## config.mk

```make
export PLATFORM = sky130hd
export DESIGN_NAME = bit_assist
export DESIGN_NICKNAME = d
export VERILOG_FILES = /design/src/hdl/bit_assist_pkg.sv /design/src/hdl/pad_sync.sv /design/src/hdl/line_edges.sv /design/src/hdl/bit_assist.sv
export SDC_FILE = /design/constraint.sdc
export NUM_CORES = 1
export LEC_CHECK = 0
export BUFFER_PORTS_ARGS = -buffer_cell sky130_fd_sc_hd__buf_2
export CAP_MARGIN = 30
export CORE_MARGIN = 10
export CORE_UTILIZATION = 45
export DETAILED_ROUTE_END_ITERATION = 10
export PLACE_DENSITY = 0.73
export SYNTH_ARGS = -nofsm -noshare
export SYNTH_HDL_FRONTEND = slang
export SYNTH_SLANG_ARGS = --single-unit
```

## constraint.sdc

```tcl
create_clock -name pclk -period 3.3 [get_ports pclk]
set_clock_uncertainty 0.15 [all_clocks]
set_input_delay 0 -clock pclk [delete_from_list [all_inputs] [get_ports pclk]]
set_output_delay 0 -clock pclk [all_outputs]
set_load 0.01 [all_outputs]
```

## src/hdl/bit_assist_pkg.sv

```systemverilog
// shared constants and carriers for the serial bit assist block
package bit_assist_pkg;
   // ------------------------------------------------------------
   // register byte addresses
   // ------------------------------------------------------------
   localparam logic [7:0] ADDR_DATA_PAD = 8'h00;
   localparam logic [7:0] ADDR_CLOCK_PAD = 8'h04;
   localparam logic [7:0] ADDR_CTRL = 8'h08;
   localparam logic [7:0] ADDR_FALL_COND = 8'h0C;
   localparam logic [7:0] ADDR_RISE_COND = 8'h10;
   localparam logic [7:0] ADDR_SAMPLED = 8'h14;
   localparam logic [7:0] ADDR_NEW_SAMPLE = 8'h18;
   localparam logic [7:0] ADDR_PULLUP = 8'h1C;
   localparam logic [7:0] ADDR_IRQ_STATUS = 8'h20;
   localparam logic [7:0] ADDR_IRQ_ENABLE = 8'h24;
   localparam logic [7:0] ADDR_IRQ_CLEAR = 8'h28;
   // ------------------------------------------------------------
   // field positions and reset values
   // ------------------------------------------------------------
   localparam int CTRL_ENABLE_BIT = 0;
   localparam int CTRL_STRETCH_BIT = 1;
   localparam int CTRL_COND_STRETCH_BIT = 2;
   localparam int CTRL_ACTIVE_BIT = 3;
   localparam int PULLUP_CLOCK_BIT = 4;
   localparam int PULLUP_DATA_BIT = 5;
   localparam int IRQ_FALL_BIT = 0;
   localparam int IRQ_RISE_BIT = 1;
   localparam int IRQ_SAMPLE_BIT = 2;
   localparam int IRQ_WIDTH = 3;
   localparam logic PAD_DRIVE_RESET = 1'b1;
   localparam logic [7:0] PULLUP_RESET = 8'h00;
   localparam int SYNC_STAGES = 3;

   typedef struct packed {
      logic clock_level;
      logic data_level;
   } line_levels_s;

   typedef struct packed {
      logic link_enable;
      logic stretch_enable;
      logic cond_stretch_enable;
   } link_ctrl_s;
endpackage : bit_assist_pkg

```

## src/hdl/pad_sync.sv

```systemverilog
// three-stage synchroniser that only accepts a level once stages two and three agree
`timescale 1ns/1ps
module pad_sync #(
   parameter int STAGES = 3
) (
   input wire logic pclk,
   input wire logic presetn,
   input wire logic ce,
   input wire logic raw_in,
   output logic level_q
);
   logic [STAGES-1:0] chain_q;

   initial begin
      if (STAGES != 3) begin
         $error("pad_sync needs exactly three stages");
      end
   end

   // idle lines are pulled high, so reset to released level
   always_ff @(posedge pclk or negedge presetn) begin
      if (!presetn) begin
         chain_q <= '1;
         level_q <= 1'b1;
      end else if (ce) begin
         chain_q <= {chain_q[STAGES-2:0], raw_in};
         if (chain_q[1] == chain_q[2]) begin
            level_q <= chain_q[2];
         end
      end
   end
endmodule : pad_sync

```

## src/hdl/line_edges.sv

```systemverilog
// edge and start/stop condition finder on synchronised line levels
`timescale 1ns/1ps
module line_edges
   import bit_assist_pkg::*;
(
   input wire logic pclk,
   input wire logic presetn,
   input wire logic ce,
   input wire line_levels_s lines,
   output logic clock_rise,
   output logic clock_fall,
   output logic data_fall_clk_high,
   output logic data_rise_clk_high
);
   line_levels_s prev_q;

   always_ff @(posedge pclk or negedge presetn) begin
      if (!presetn) begin
         prev_q <= '{clock_level: 1'b1, data_level: 1'b1};
      end else if (ce) begin
         prev_q <= lines;
      end
   end

   assign clock_rise = ce & lines.clock_level & ~prev_q.clock_level;
   assign clock_fall = ce & ~lines.clock_level & prev_q.clock_level;
   // clock must be high both before and after the data change
   assign data_fall_clk_high = ce & lines.clock_level & prev_q.clock_level
      & prev_q.data_level & ~lines.data_level;
   assign data_rise_clk_high = ce & lines.clock_level & prev_q.clock_level
      & ~prev_q.data_level & lines.data_level;
endmodule : line_edges

```

## src/hdl/bit_assist.sv

```systemverilog
// serial bit assist: open-drain line control, conditions, stretching, sampling
`timescale 1ns/1ps
// Behaviour
// - enable hands both pads to block
// - pads open-drain while enabled
// - internal pull-ups from pull-up bits
// - stretch clock low after falling edge
// - stretch_active set while forcing low
// - sampled_data_reg write releases clock
// - conditional stretch needs prior fall condition
// - data captured on clock rising edge
// - new_sample_flag set on that edge
// - reading sampled_data_reg clears new flag
// - conditions shown as irq and flags
// - data falls, clock high sets flag
// - data rises, clock high sets flag
// - condition flags cleared by any write to them
// - pad reads return real pad levels
module bit_assist
   import bit_assist_pkg::*;
(
   input wire logic pclk,
   input wire logic presetn,
   input wire logic ce,
   input wire logic psel,
   input wire logic penable,
   input wire logic pwrite,
   input wire logic [7:0] paddr,
   input wire logic [31:0] pwdata,
   output logic [31:0] prdata,
   output logic pready,
   output logic pslverr,
   input wire logic clock_pad_in,
   output logic clock_pad_out,
   output logic clock_pad_oe_n,
   input wire logic data_pad_in,
   output logic data_pad_out,
   output logic data_pad_oe_n,
   output logic clock_pullup_en,
   output logic data_pullup_en,
   output logic fall_cond_irq,
   output logic rise_cond_irq,
   output logic irq
);
   // ------------------------------------------------------------
   // state
   // ------------------------------------------------------------
   link_ctrl_s ctrl_q;
   logic clock_drive_q;
   logic data_drive_q;
   logic stretch_active_q;
   logic fall_cond_flag_q;
   logic rise_cond_flag_q;
   logic sampled_data_bit_q;
   logic new_sample_flag_q;
   logic [7:0] pullup_q;
   logic [IRQ_WIDTH-1:0] irq_status_q;
   logic [IRQ_WIDTH-1:0] irq_enable_q;
   line_levels_s lines;
   // each synchroniser drives its own net, so the struct has one driver
   logic clock_level_sync;
   logic data_level_sync;
   logic clock_rise;
   logic clock_fall;
   logic data_fall_clk_high;
   logic data_rise_clk_high;

   // ------------------------------------------------------------
   // pad synchronisers
   // ------------------------------------------------------------
   pad_sync #(.STAGES(SYNC_STAGES)) u_clock_sync (
      .pclk(pclk),
      .presetn(presetn),
      .ce(ce),
      .raw_in(clock_pad_in),
      .level_q(clock_level_sync)
   );

   pad_sync #(.STAGES(SYNC_STAGES)) u_data_sync (
      .pclk(pclk),
      .presetn(presetn),
      .ce(ce),
      .raw_in(data_pad_in),
      .level_q(data_level_sync)
   );

   assign lines = '{clock_level: clock_level_sync, data_level: data_level_sync};

   line_edges u_edges (
      .pclk(pclk),
      .presetn(presetn),
      .ce(ce),
      .lines(lines),
      .clock_rise(clock_rise),
      .clock_fall(clock_fall),
      .data_fall_clk_high(data_fall_clk_high),
      .data_rise_clk_high(data_rise_clk_high)
   );

   // ------------------------------------------------------------
   // bus decode
   // ------------------------------------------------------------
   wire logic access = psel & penable & ce;
   wire logic wr = access & pwrite;
   wire logic rd = access & ~pwrite;
   wire logic hit_data_pad = (paddr == ADDR_DATA_PAD);
   wire logic hit_clock_pad = (paddr == ADDR_CLOCK_PAD);
   wire logic hit_ctrl = (paddr == ADDR_CTRL);
   wire logic hit_fall = (paddr == ADDR_FALL_COND);
   wire logic hit_rise = (paddr == ADDR_RISE_COND);
   wire logic hit_sampled = (paddr == ADDR_SAMPLED);
   wire logic hit_new = (paddr == ADDR_NEW_SAMPLE);
   wire logic hit_pullup = (paddr == ADDR_PULLUP);
   wire logic hit_status = (paddr == ADDR_IRQ_STATUS);
   wire logic hit_enable = (paddr == ADDR_IRQ_ENABLE);
   wire logic hit_clear = (paddr == ADDR_IRQ_CLEAR);
   wire logic mapped = hit_data_pad | hit_clock_pad | hit_ctrl | hit_fall | hit_rise
      | hit_sampled | hit_new | hit_pullup | hit_status | hit_enable | hit_clear;

   // ------------------------------------------------------------
   // line events
   // ------------------------------------------------------------
   wire logic en = ctrl_q.link_enable;
   wire logic fall_event = en & data_fall_clk_high;
   wire logic rise_event = en & data_rise_clk_high;
   wire logic sample_event = en & clock_rise;
   wire logic release_wr = wr & hit_sampled;
   // flag state before this edge decides, so a same-cycle condition waits
   wire logic want_stretch = en & clock_fall
      & (ctrl_q.stretch_enable | (ctrl_q.cond_stretch_enable & fall_cond_flag_q));

   logic [31:0] rdata_d;
   assign rdata_d =
      hit_data_pad ? {31'h0, lines.data_level} :
      hit_clock_pad ? {31'h0, lines.clock_level} :
      hit_ctrl ? {28'h0, stretch_active_q, ctrl_q.cond_stretch_enable,
         ctrl_q.stretch_enable, ctrl_q.link_enable} :
      hit_fall ? {31'h0, fall_cond_flag_q} :
      hit_rise ? {31'h0, rise_cond_flag_q} :
      hit_sampled ? {31'h0, sampled_data_bit_q} :
      hit_new ? {31'h0, new_sample_flag_q} :
      hit_pullup ? {24'h0, pullup_q} :
      hit_status ? {29'h0, irq_status_q} :
      hit_enable ? {29'h0, irq_enable_q} :
      32'h0;

   // ------------------------------------------------------------
   // apb slave: no wait state (setup, then pready with data in the first access cycle)
   // ------------------------------------------------------------
   always_ff @(posedge pclk or negedge presetn) begin
      if (!presetn) begin
         pready <= 1'b0;
         pslverr <= 1'b0;
         prdata <= 32'h0;
      end else if (ce) begin
         pready <= psel & ~penable;
         pslverr <= psel & ~penable & ~mapped;
         prdata <= (psel & ~penable & ~pwrite) ? rdata_d : 32'h0;
      end
   end

   // writes and reads take effect on the access edge where pready is high
   wire logic done_wr = wr & pready;
   wire logic done_rd = rd & pready;

   // ------------------------------------------------------------
   // control and drive registers
   // ------------------------------------------------------------
   always_ff @(posedge pclk or negedge presetn) begin
      if (!presetn) begin
         ctrl_q <= '0;
         clock_drive_q <= PAD_DRIVE_RESET;
         data_drive_q <= PAD_DRIVE_RESET;
         pullup_q <= PULLUP_RESET;
         irq_enable_q <= '0;
      end else if (ce && done_wr) begin
         if (hit_ctrl) begin
            ctrl_q.link_enable <= pwdata[CTRL_ENABLE_BIT];
            ctrl_q.stretch_enable <= pwdata[CTRL_STRETCH_BIT];
            ctrl_q.cond_stretch_enable <= pwdata[CTRL_COND_STRETCH_BIT];
         end else if (hit_data_pad) begin
            data_drive_q <= pwdata[0];
         end else if (hit_clock_pad) begin
            clock_drive_q <= pwdata[0];
         end else if (hit_pullup) begin
            pullup_q <= pwdata[7:0];
         end else if (hit_enable) begin
            irq_enable_q <= pwdata[IRQ_WIDTH-1:0];
         end
      end
   end

   // ------------------------------------------------------------
   // stretch, conditions, sample; hardware set beats clear
   // ------------------------------------------------------------
   always_ff @(posedge pclk or negedge presetn) begin
      if (!presetn) begin
         stretch_active_q <= 1'b0;
         fall_cond_flag_q <= 1'b0;
         rise_cond_flag_q <= 1'b0;
         sampled_data_bit_q <= 1'b0;
         new_sample_flag_q <= 1'b0;
      end else if (ce) begin
         if (want_stretch) begin
            stretch_active_q <= 1'b1;
         end else if ((release_wr && pready) || !en) begin
            stretch_active_q <= 1'b0;
         end
         if (fall_event) begin
            fall_cond_flag_q <= 1'b1;
         end else if (done_wr && hit_fall) begin
            fall_cond_flag_q <= 1'b0;
         end
         if (rise_event) begin
            rise_cond_flag_q <= 1'b1;
         end else if (done_wr && hit_rise) begin
            rise_cond_flag_q <= 1'b0;
         end
         if (sample_event) begin
            sampled_data_bit_q <= lines.data_level;
            new_sample_flag_q <= 1'b1;
         end else if (done_rd && hit_sampled) begin
            new_sample_flag_q <= 1'b0;
         end
      end
   end

   // ------------------------------------------------------------
   // interrupt status, enable, write-one-to-clear
   // ------------------------------------------------------------
   logic [IRQ_WIDTH-1:0] irq_set;
   assign irq_set = {sample_event, rise_event, fall_event};
   logic [IRQ_WIDTH-1:0] irq_clr;
   assign irq_clr = (done_wr && hit_clear) ? pwdata[IRQ_WIDTH-1:0] : '0;

   always_ff @(posedge pclk or negedge presetn) begin
      if (!presetn) begin
         irq_status_q <= '0;
         irq <= 1'b0;
         fall_cond_irq <= 1'b0;
         rise_cond_irq <= 1'b0;
      end else if (ce) begin
         irq_status_q <= irq_set | (irq_status_q & ~irq_clr);
         irq <= |((irq_set | (irq_status_q & ~irq_clr)) & irq_enable_q);
         fall_cond_irq <= fall_event;
         rise_cond_irq <= rise_event;
      end
   end

   // ------------------------------------------------------------
   // pad drivers: open drain, oe_n low only when pulling low
   // ------------------------------------------------------------
   wire logic clock_low = en & (~clock_drive_q | want_stretch | stretch_active_q);
   wire logic data_low = en & ~data_drive_q;

   always_ff @(posedge pclk or negedge presetn) begin
      if (!presetn) begin
         clock_pad_out <= 1'b0;
         data_pad_out <= 1'b0;
         clock_pad_oe_n <= 1'b1;
         data_pad_oe_n <= 1'b1;
         clock_pullup_en <= 1'b0;
         data_pullup_en <= 1'b0;
      end else if (ce) begin
         clock_pad_out <= 1'b0;
         data_pad_out <= 1'b0;
         clock_pad_oe_n <= ~(clock_low && !(release_wr && pready && !want_stretch)
            || (!clock_drive_q && en));
         data_pad_oe_n <= ~data_low;
         clock_pullup_en <= pullup_q[PULLUP_CLOCK_BIT];
         data_pullup_en <= pullup_q[PULLUP_DATA_BIT];
      end
   end
endmodule : bit_assist

```

==> impl_summary.txt, run 1 <==
----------------------------------------------------
[Status]
  Status ... finished clean

[Setup path]
  Type of the worst setup path ... in -> reg
  Slowest cell on crit path ... nor4b_4
  Kind of end point of the critical path ... flip-flop
  Critical path launch point type ... input pin
  Largest delay contributor family on the critical path ... simple AND/OR/NAND/NOR gates
  Crit-path max FO ... 9
  Cell chain of the critical path ... dlygate4sd3_1 -> buf_2 -> nor4b_4 -> nand3_4 -> nor2_4 -> mux2_2
  Crit-path max cell delay ... 0.63 ns
  Data required time of the critical path ... 3.34 ns
  Signal arrival time at the worst endpoint ... 2.08 ns
  Number of buffers and inverters on the critical path ... 2

[Floorplanning]
  Core Rows ... 28
  Effective utilization at floorplan ... 46.1%
  Core Area ... 5890 um2
  Die area ... 9540 um2
  Count of boundary I/O pins ... 91
  Vertical die dimension ... 97.7 um
  Die W ... 97.7 um

[Logic synthesis]
  Largest area contributor in the synthesized netlist ... dfrtp_1
  Cell variety after synth ... 49
  Proportion of synthesized chip area in sequential cells ... 47.7%
  Largest cells by area after synthesis ... dfrtp_1 34%, dfstp_2 14%, mux2_2 11%, buf_4 7.5%, o21ai_0 3.7%
  Post-synth EDFFs ... 0
  Mapped cell area ... 2710 um2
  Post-Syn Instances ... 265
  Share of flip-flops with an asynchronous set or reset after synthesis ... 100%
  Synth top area share ... 34.1%
  Flops & latches, synth ... 51
  Mean cell area of the mapped netlist ... 10.2 um2
  Most common flop cell mapped by yosys ... dfrtp_1
  Synth Warn # ... 0

[Timing]
  Shortest clock period the worst path allows after layout ... 2.04 ns
  Final setup violation count ... 0
  Hold violation count in the final report ... 0
  Crit share post-route ... 61.7%
  Worst slew margin relative to its limit ... 46.2%
  Slew of the pin with the lowest slew margin ... 0.808 ns
  Setup repair after global routing missed its margin ... no
  Final setup TNS ... 0 ns
  Highest clock frequency the design can meet ... 0.491 GHz
  Number of slew-limit violations in the final report ... 0

[Power]
  Areal power density over the cells ... 385 nW/um2
  Leakage power ... 1.43 nW
  Maximum ir drop on the vdd rail ... 169 uV

[Detailed routing]
  Number of design-rule violations left by the first detailed-router iteration ... 123
  Average wire length per cell after detail routing ... 15.4 um
  DR pass1 iterations ... 4
  Aggregate routed wire length ... 6130 um
  Routed vias/inst ... 5.26
  Final antenna-violating net count ... 0
  Drc violations ... 0
  Via count ... 2087

[Finish]
  Final standard cell area without fillers ... 3140 um2
  Share of final-layout standard cells stronger than drive strength 1 ... 29.5%
  Post-synthesis to final-layout area growth ... 15.7%
  Ant. Diodes ... 0
  Commonest cells after routing, fill and taps aside ... 40 x buf_2, 37 x dfrtp_1, 26 x mux2_2, 26 x conb_1, 24 x nand2_1
  Nets ... 369
  Footprint of the flip-flops and latches ... 1290 um2
  Finished Core Util ... 53.3%
  Multi-input logic area ... 1210 um2
  Most common library cell in the layout ignoring fill and taps ... buf_2
  Filler instances ... 548

[Placement]
  Number of port buffers ... 40
  Detailed placement HPWL ... 4570 um
  Area after DPL ... 2870 um2
  Routability Congestion ... 0.874

[Run]
  Max-cap viol count ... 0

[Clocking]
  Bufs on Longest Clock Path ... 2
  Number of setup buffers added after CTS ... 0
  Clock tree from TritonCTS ... yes
  Clock root buffer master ... clkbuf_8
  Total number of H-tree levels ... 2
  Clock-pin slew of the registers on the worst-case setup and hold paths ... 0.09 ns
  Skew-Pair Late Insertion Delay ... 0.30 ns
  Post-cts resize count ... 0
  Num Clock Sinks ... 51
  Cts hold-fix bufs ... 19
  Number of buffers created by CTS ... 5

[Global route]
  Overall fraction of global-route tracks in use ... 12.9%
  First-pass GRT wire length ... 10400 um
  Global-route layer with the greatest usage ... met2
  Largest net degree at the start of global routing ... 39
  Number of antenna violations at the first check in global routing ... 0
  Global-route met1 utilization ... 17.4%
  GR Util met3 ... 5.55%
  Total grt overflow ... 0
  Global Route met2 Usage ... 18.2%
  Via count of the first global-routing pass ... 2032

[Worst hold path]
  Hold/Removal Path Class ... in -> reg

----------------------------------------------------
[layer usage]
| layer | vias to the layer above | part of all wire, % |
|---|---|---|
| li1 | 1000 | - |
| met1 | 1009 | 45 |
| met2 | 72 | 44 |
| met3 | 6 | 10 |
| met4 | 0 | 0.98 |
| met5 | - | 0 |
[worst register-to-register path: cells and delay by family (launching register included)]
| family | cells | cell delay [ns] |
|---|---|---|
| flops | 1 | 0.37 |
| simple gates | 3 | 0.84 |
| mux | 1 | 0.37 |
[Yosys cell counts (all sizes together), types with 2 or more instances]
| master | instances |
|---|---|
| nand3 | 9 |
| a41oi | 2 |
| o22ai | 4 |
| nor3b | 4 |
| clkbuf | 6 |
| a21oi | 13 |
| nand3b | 2 |
| nand4 | 4 |
| o31ai | 2 |
| nor2b | 4 |
| nor4 | 2 |
| nand2 | 24 |
| o21ai | 20 |
| mux2 | 26 |
| nor2 | 13 |
| and3 | 2 |
| a32oi | 2 |
| buf | 31 |
| dfrtp | 37 |
| nor3 | 3 |
| inv | 14 |
| nand4b | 2 |
| o22a | 2 |
| nor4b | 3 |
| nand2b | 4 |
| dfstp | 14 |
[worst paths after layout]
path,start,slack (ns),end,depth (start not counted)
worst max register to register,pready,1.45,irq_enable_q[2],4
worst min-delay path,psel,0.02,pslverr,4
min in group asynchronous,presetn,0.18,irq_enable_q[2],2
worst min register to register,pullup_q[3],0.36,pullup_q[3],1
worst max-delay path,paddr[5],1.26,pullup_q[4],6
max in group asynchronous,presetn,2.11,data_pullup_en,3
[flip-flops by register name, summed over array words and instances (netlist names), 2 cells and up]
| signal | flops |
|---|---|
| prdata | 8 |
| pullup_q | 8 |
| irq_enable_q | 3 |
| irq_status_q | 3 |
| u_clock_sync.chain_q | 3 |
| u_data_sync.chain_q | 3 |
| ctrl_q | 2 |
| u_edges.prev_q | 2 |
[stage by stage]
stage | power, mW | setup slack, ns | std cells | hold WS (ns)
3_5_place_dp | 0.859 | 1.47 | 370 | -0.00909
3_3_place_gp | 0.852 | 1.49 | 370 | -0.0183
4_1_cts | 1.22 | 1.27 | 397 | 0.0140
5_1_grt | 1.27 | 1.14 | 397 | 0.0445
2_1_floorplan | 0.825 | 1.63 | 290 | -0.446
6_report | 1.21 | 1.26 | 397 | 0.0249
[final cells by class]
class / instances / share of cell area (%)
Sequential cell: 51 / 41.2
Tap cell: 75 / 2.99
Multi-Input combinational cell: 188 / 38.6
Clock buffer: 7 / 2.43
Clock inverter: 1 / 0.159
Timing Repair Buffer: 61 / 12.9
Inverter: 14 / 1.67
[report_power, final]
part / total (mW) / internal (mW) / switching, mW
combinational: 0.157 / 0.0707 / 0.0866
clock: 0.343 / 0.149 / 0.194
sequential: 0.709 / 0.674 / 0.0349
[logic make-up after synthesis]
family	count (synthesis)	synth area share, %
flip-flops	51	47.7
multiplexers	27	11.2
AO/OA/AOI/OAI	52	11.5
AND/OR/NAND/NOR	83	18.4
buffers and inverters	51	11.1
other	1	0.138
Power figures use the tool's default switching activity.
==> run 2, diff against run 1 <==
Settings changed: PLACE_DENSITY 0.73 to 0.75.
Clock period 3.3 ns to 1.71 ns, I/O delays scaled along.
==> run 2 against run 1 <==
  * Design area up 5.2%
  * Combinational power grew 110%
  * Sequential share of layout area fell by 2.0 points
  * Clock power grew 110%
  * Die area stayed put
  * Core utilization rose by 2.8 points
  * Largest cell class unchanged
==> impl_summary.txt, run 2 (synthesis gave the netlist of run 1 again) <==
----------------------------------------------------
[Floorplanning]
  Core Area ... 5890 um2 (unchanged)
  Effective utilization at floorplan ... 46.1% (unchanged)
  Die area ... 9540 um2 (unchanged)
  Count of boundary I/O pins ... 91 (unchanged)
  Core Rows ... 28 (unchanged)
  Vertical die dimension ... 97.7 um (unchanged)
  Die W ... 97.7 um (unchanged)

[Global route]
  Overall fraction of global-route tracks in use ... 13.4% (was 12.9%)
  Largest net degree at the start of global routing ... 23 (was 39)
  Number of antenna violations at the first check in global routing ... 0 (unchanged)
  Total grt overflow ... 0 (unchanged)
  Via count of the first global-routing pass ... 2125 (was 2032)
  First-pass GRT wire length ... 10700 um (was 10400 um)

[Detailed routing]
  Number of design-rule violations left by the first detailed-router iteration ... 79 (was 123)
  Average wire length per cell after detail routing ... 15.5 um (was 15.4 um)
  Via count ... 2173 (was 2087)
  Drc violations ... 0 (unchanged)
  DR pass1 iterations ... 4 (unchanged)
  Final antenna-violating net count ... 0 (unchanged)
  Routed vias/inst ... 5.24 (was 5.26)
  Aggregate routed wire length ... 6410 um (was 6130 um)

[Finish]
  Finished Core Util ... 56.1% (was 53.3%)
  Commonest cells after routing, fill and taps aside ... 39 x buf_2, 37 x dfrtp_1, 26 x mux2_2, 26 x conb_1, 24 x nand2_1 (was 40 x buf_2, 37 x dfrtp_1, 26 x mux2_2, 26 x conb_1, 24 x nand2_1)
  Filler instances ... 544 (was 548)
  Nets ... 387 (was 369)
  Ant. Diodes ... 0 (unchanged)
  Post-synthesis to final-layout area growth ... 21.7% (was 15.7%)
  Registers with the most flip-flops ... prdata (8), pullup_q (8) (unchanged)
  Number of standard cells in the layout, taps in and fillers out ... 415 (was 397)
  Most common library cell in the layout ignoring fill and taps ... buf_2 (unchanged)
  Share of final-layout standard cells stronger than drive strength 1 ... 35.0% (was 29.5%)

[Power]
  Areal power density over the cells ... 736 nW/um2 (was 385 nW/um2)
  Maximum ir drop on the vdd rail ... 478 uV (was 169 uV)
  Leakage power ... 1.53 nW (was 1.43 nW)

[Timing]
  Shortest clock period the worst path allows after layout ... 1.63 ns
  Setup repair after global routing missed its margin ... yes (was no)
  Final setup violation count ... 0 (unchanged)
  Hold violation count in the final report ... 0 (unchanged)
  Final worst setup slack ... 0.0778 ns (was 1.26 ns)
  Crit share post-route ... 95.5%
  Number of slew-limit violations in the final report ... 0 (unchanged)
  Highest clock frequency the design can meet ... 0.613 GHz

[Setup path]
  Launch instance of the worst register-to-register path ... pready (unchanged)
  Slowest cell on crit path ... dlygate4sd3_1 (was nor4b_4)
  Data required time of the critical path ... 1.80 ns (was 3.34 ns)
  Critical Path Start ... penable (was paddr[5])
  Critical path launch point type ... input pin (unchanged)
  Cell chain of the critical path ... dlygate4sd3_1 -> buf_2 -> and4_1 -> buf_4 -> and4b_1 -> a21boi_1 -> o21ai_0 -> a41oi_1 (was dlygate4sd3_1 -> buf_2 -> nor4b_4 -> nand3_4 -> nor2_4 -> mux2_2)
  Type of the worst setup path ... in -> reg (unchanged)
  Kind of end point of the critical path ... flip-flop (unchanged)
  Crit-path max FO ... 3 (was 9)
  Signal arrival time at the worst endpoint ... 1.72 ns (was 2.08 ns)
  Crit-path max cell delay ... 0.54 ns (was 0.63 ns)

[Worst hold path]
  Hold/Removal Path Class ... in -> async (was in -> reg)

[Run]
  Max-cap viol count ... 0 (unchanged)

[Status]
  Status ... finished clean (unchanged)

[Clocking]
  Number of buffers created by CTS ... 5 (unchanged)
  Clock-pin slew of the registers on the worst-case setup and hold paths ... 0.10 ns (was 0.09 ns)
  Total number of H-tree levels ... 2 (unchanged)
  Number of setup buffers added after CTS ... 0 (unchanged)
  Bufs on Longest Clock Path ... 2 (unchanged)
  Clock tree from TritonCTS ... yes (unchanged)
  Num Clock Sinks ... 51 (unchanged)
  Clock root buffer master ... clkbuf_8 (unchanged)
  Skew-Pair Late Insertion Delay ... 0.31 ns (was 0.30 ns)

[Placement]
  Routability Congestion ... 0.908 (was 0.874)
  Cell count after placement ... 389 (was 370)
  Detailed placement HPWL ... 4880 um (was 4570 um)
  Number of port buffers ... 40 (unchanged)
  Post-Place Setup Slack ... 0.0336 ns (was 1.47 ns)

----------------------------------------------------
[run 2: final cells by class]
type                            count  area (um2)  area share (%)
Clock buffer                        5        68.8            2.08
Clock inverter                      3        26.3           0.795
Inverter                           14        52.6            1.59
Multi-Input combinational cell    188        1230            37.2
Sequential cell                    51        1290            39.2
Tap cell                           75        93.8            2.84
Timing Repair Buffer               79         541            16.4
[run 2: worst max-delay path, delay by kind of cell]
kind,cells,cell delay (ns)
compound gates,3,0.49
simple gates,2,0.41
buf+inv,3,0.82
[run 2: path summary, 6_finish.rpt]
path                                         to  cells past startpoint  slack [ns]
min in group pclk                       pslverr                      4        0.01
max in group asynchronous         data_pad_oe_n                      3        0.75
worst min-delay path                  prdata[4]                      2       0.009
worst max-delay path                        irq                      8        0.08
worst max register to register               en                      6        0.09
worst min register to register  irq_status_q[2]                      2        0.37
[run 2: per-stage QoR]
step                      TNS, ns  total power, mW  hold slack [ns]  area [um2]
final                           0             2.43          0.00928        3300
after detailed placement        0             1.68           -0.176        3010
after CTS                       0             2.44          0.00122        3290
after floorplan                 0             1.59           -0.446        2810
after global routing      -0.0205             2.55           0.0280        3300
after global placement          0             1.67           -0.195        3010
[run 2: power by group]
| group | total, mW | switching [mW] | internal, mW |
|---|---|---|---|
| logic | 0.326 | 0.172 | 0.154 |
| registers | 1.37 | 0.0711 | 1.30 |
| clock network | 0.731 | 0.430 | 0.302 |
| total | 2.43 | 0.673 | 1.76 |
[run 2: repair_timing]
item                                    4_1_cts  5_1_grt
endpoints found under the setup margin        0       15
gates resized for setup                       0        5
hold buffers                                 18        0
endpoints found under the hold margin        64        0
[run 2: metal layers]
metal  vias up  track usage [%]  part of all wire [%]
met4         0             4.47                   1.5
met2        75             20.5                    46
li1       1025                -                     -
met3         9             4.77                   9.0
met5         -                0                     0
met1      1064             17.2                    44
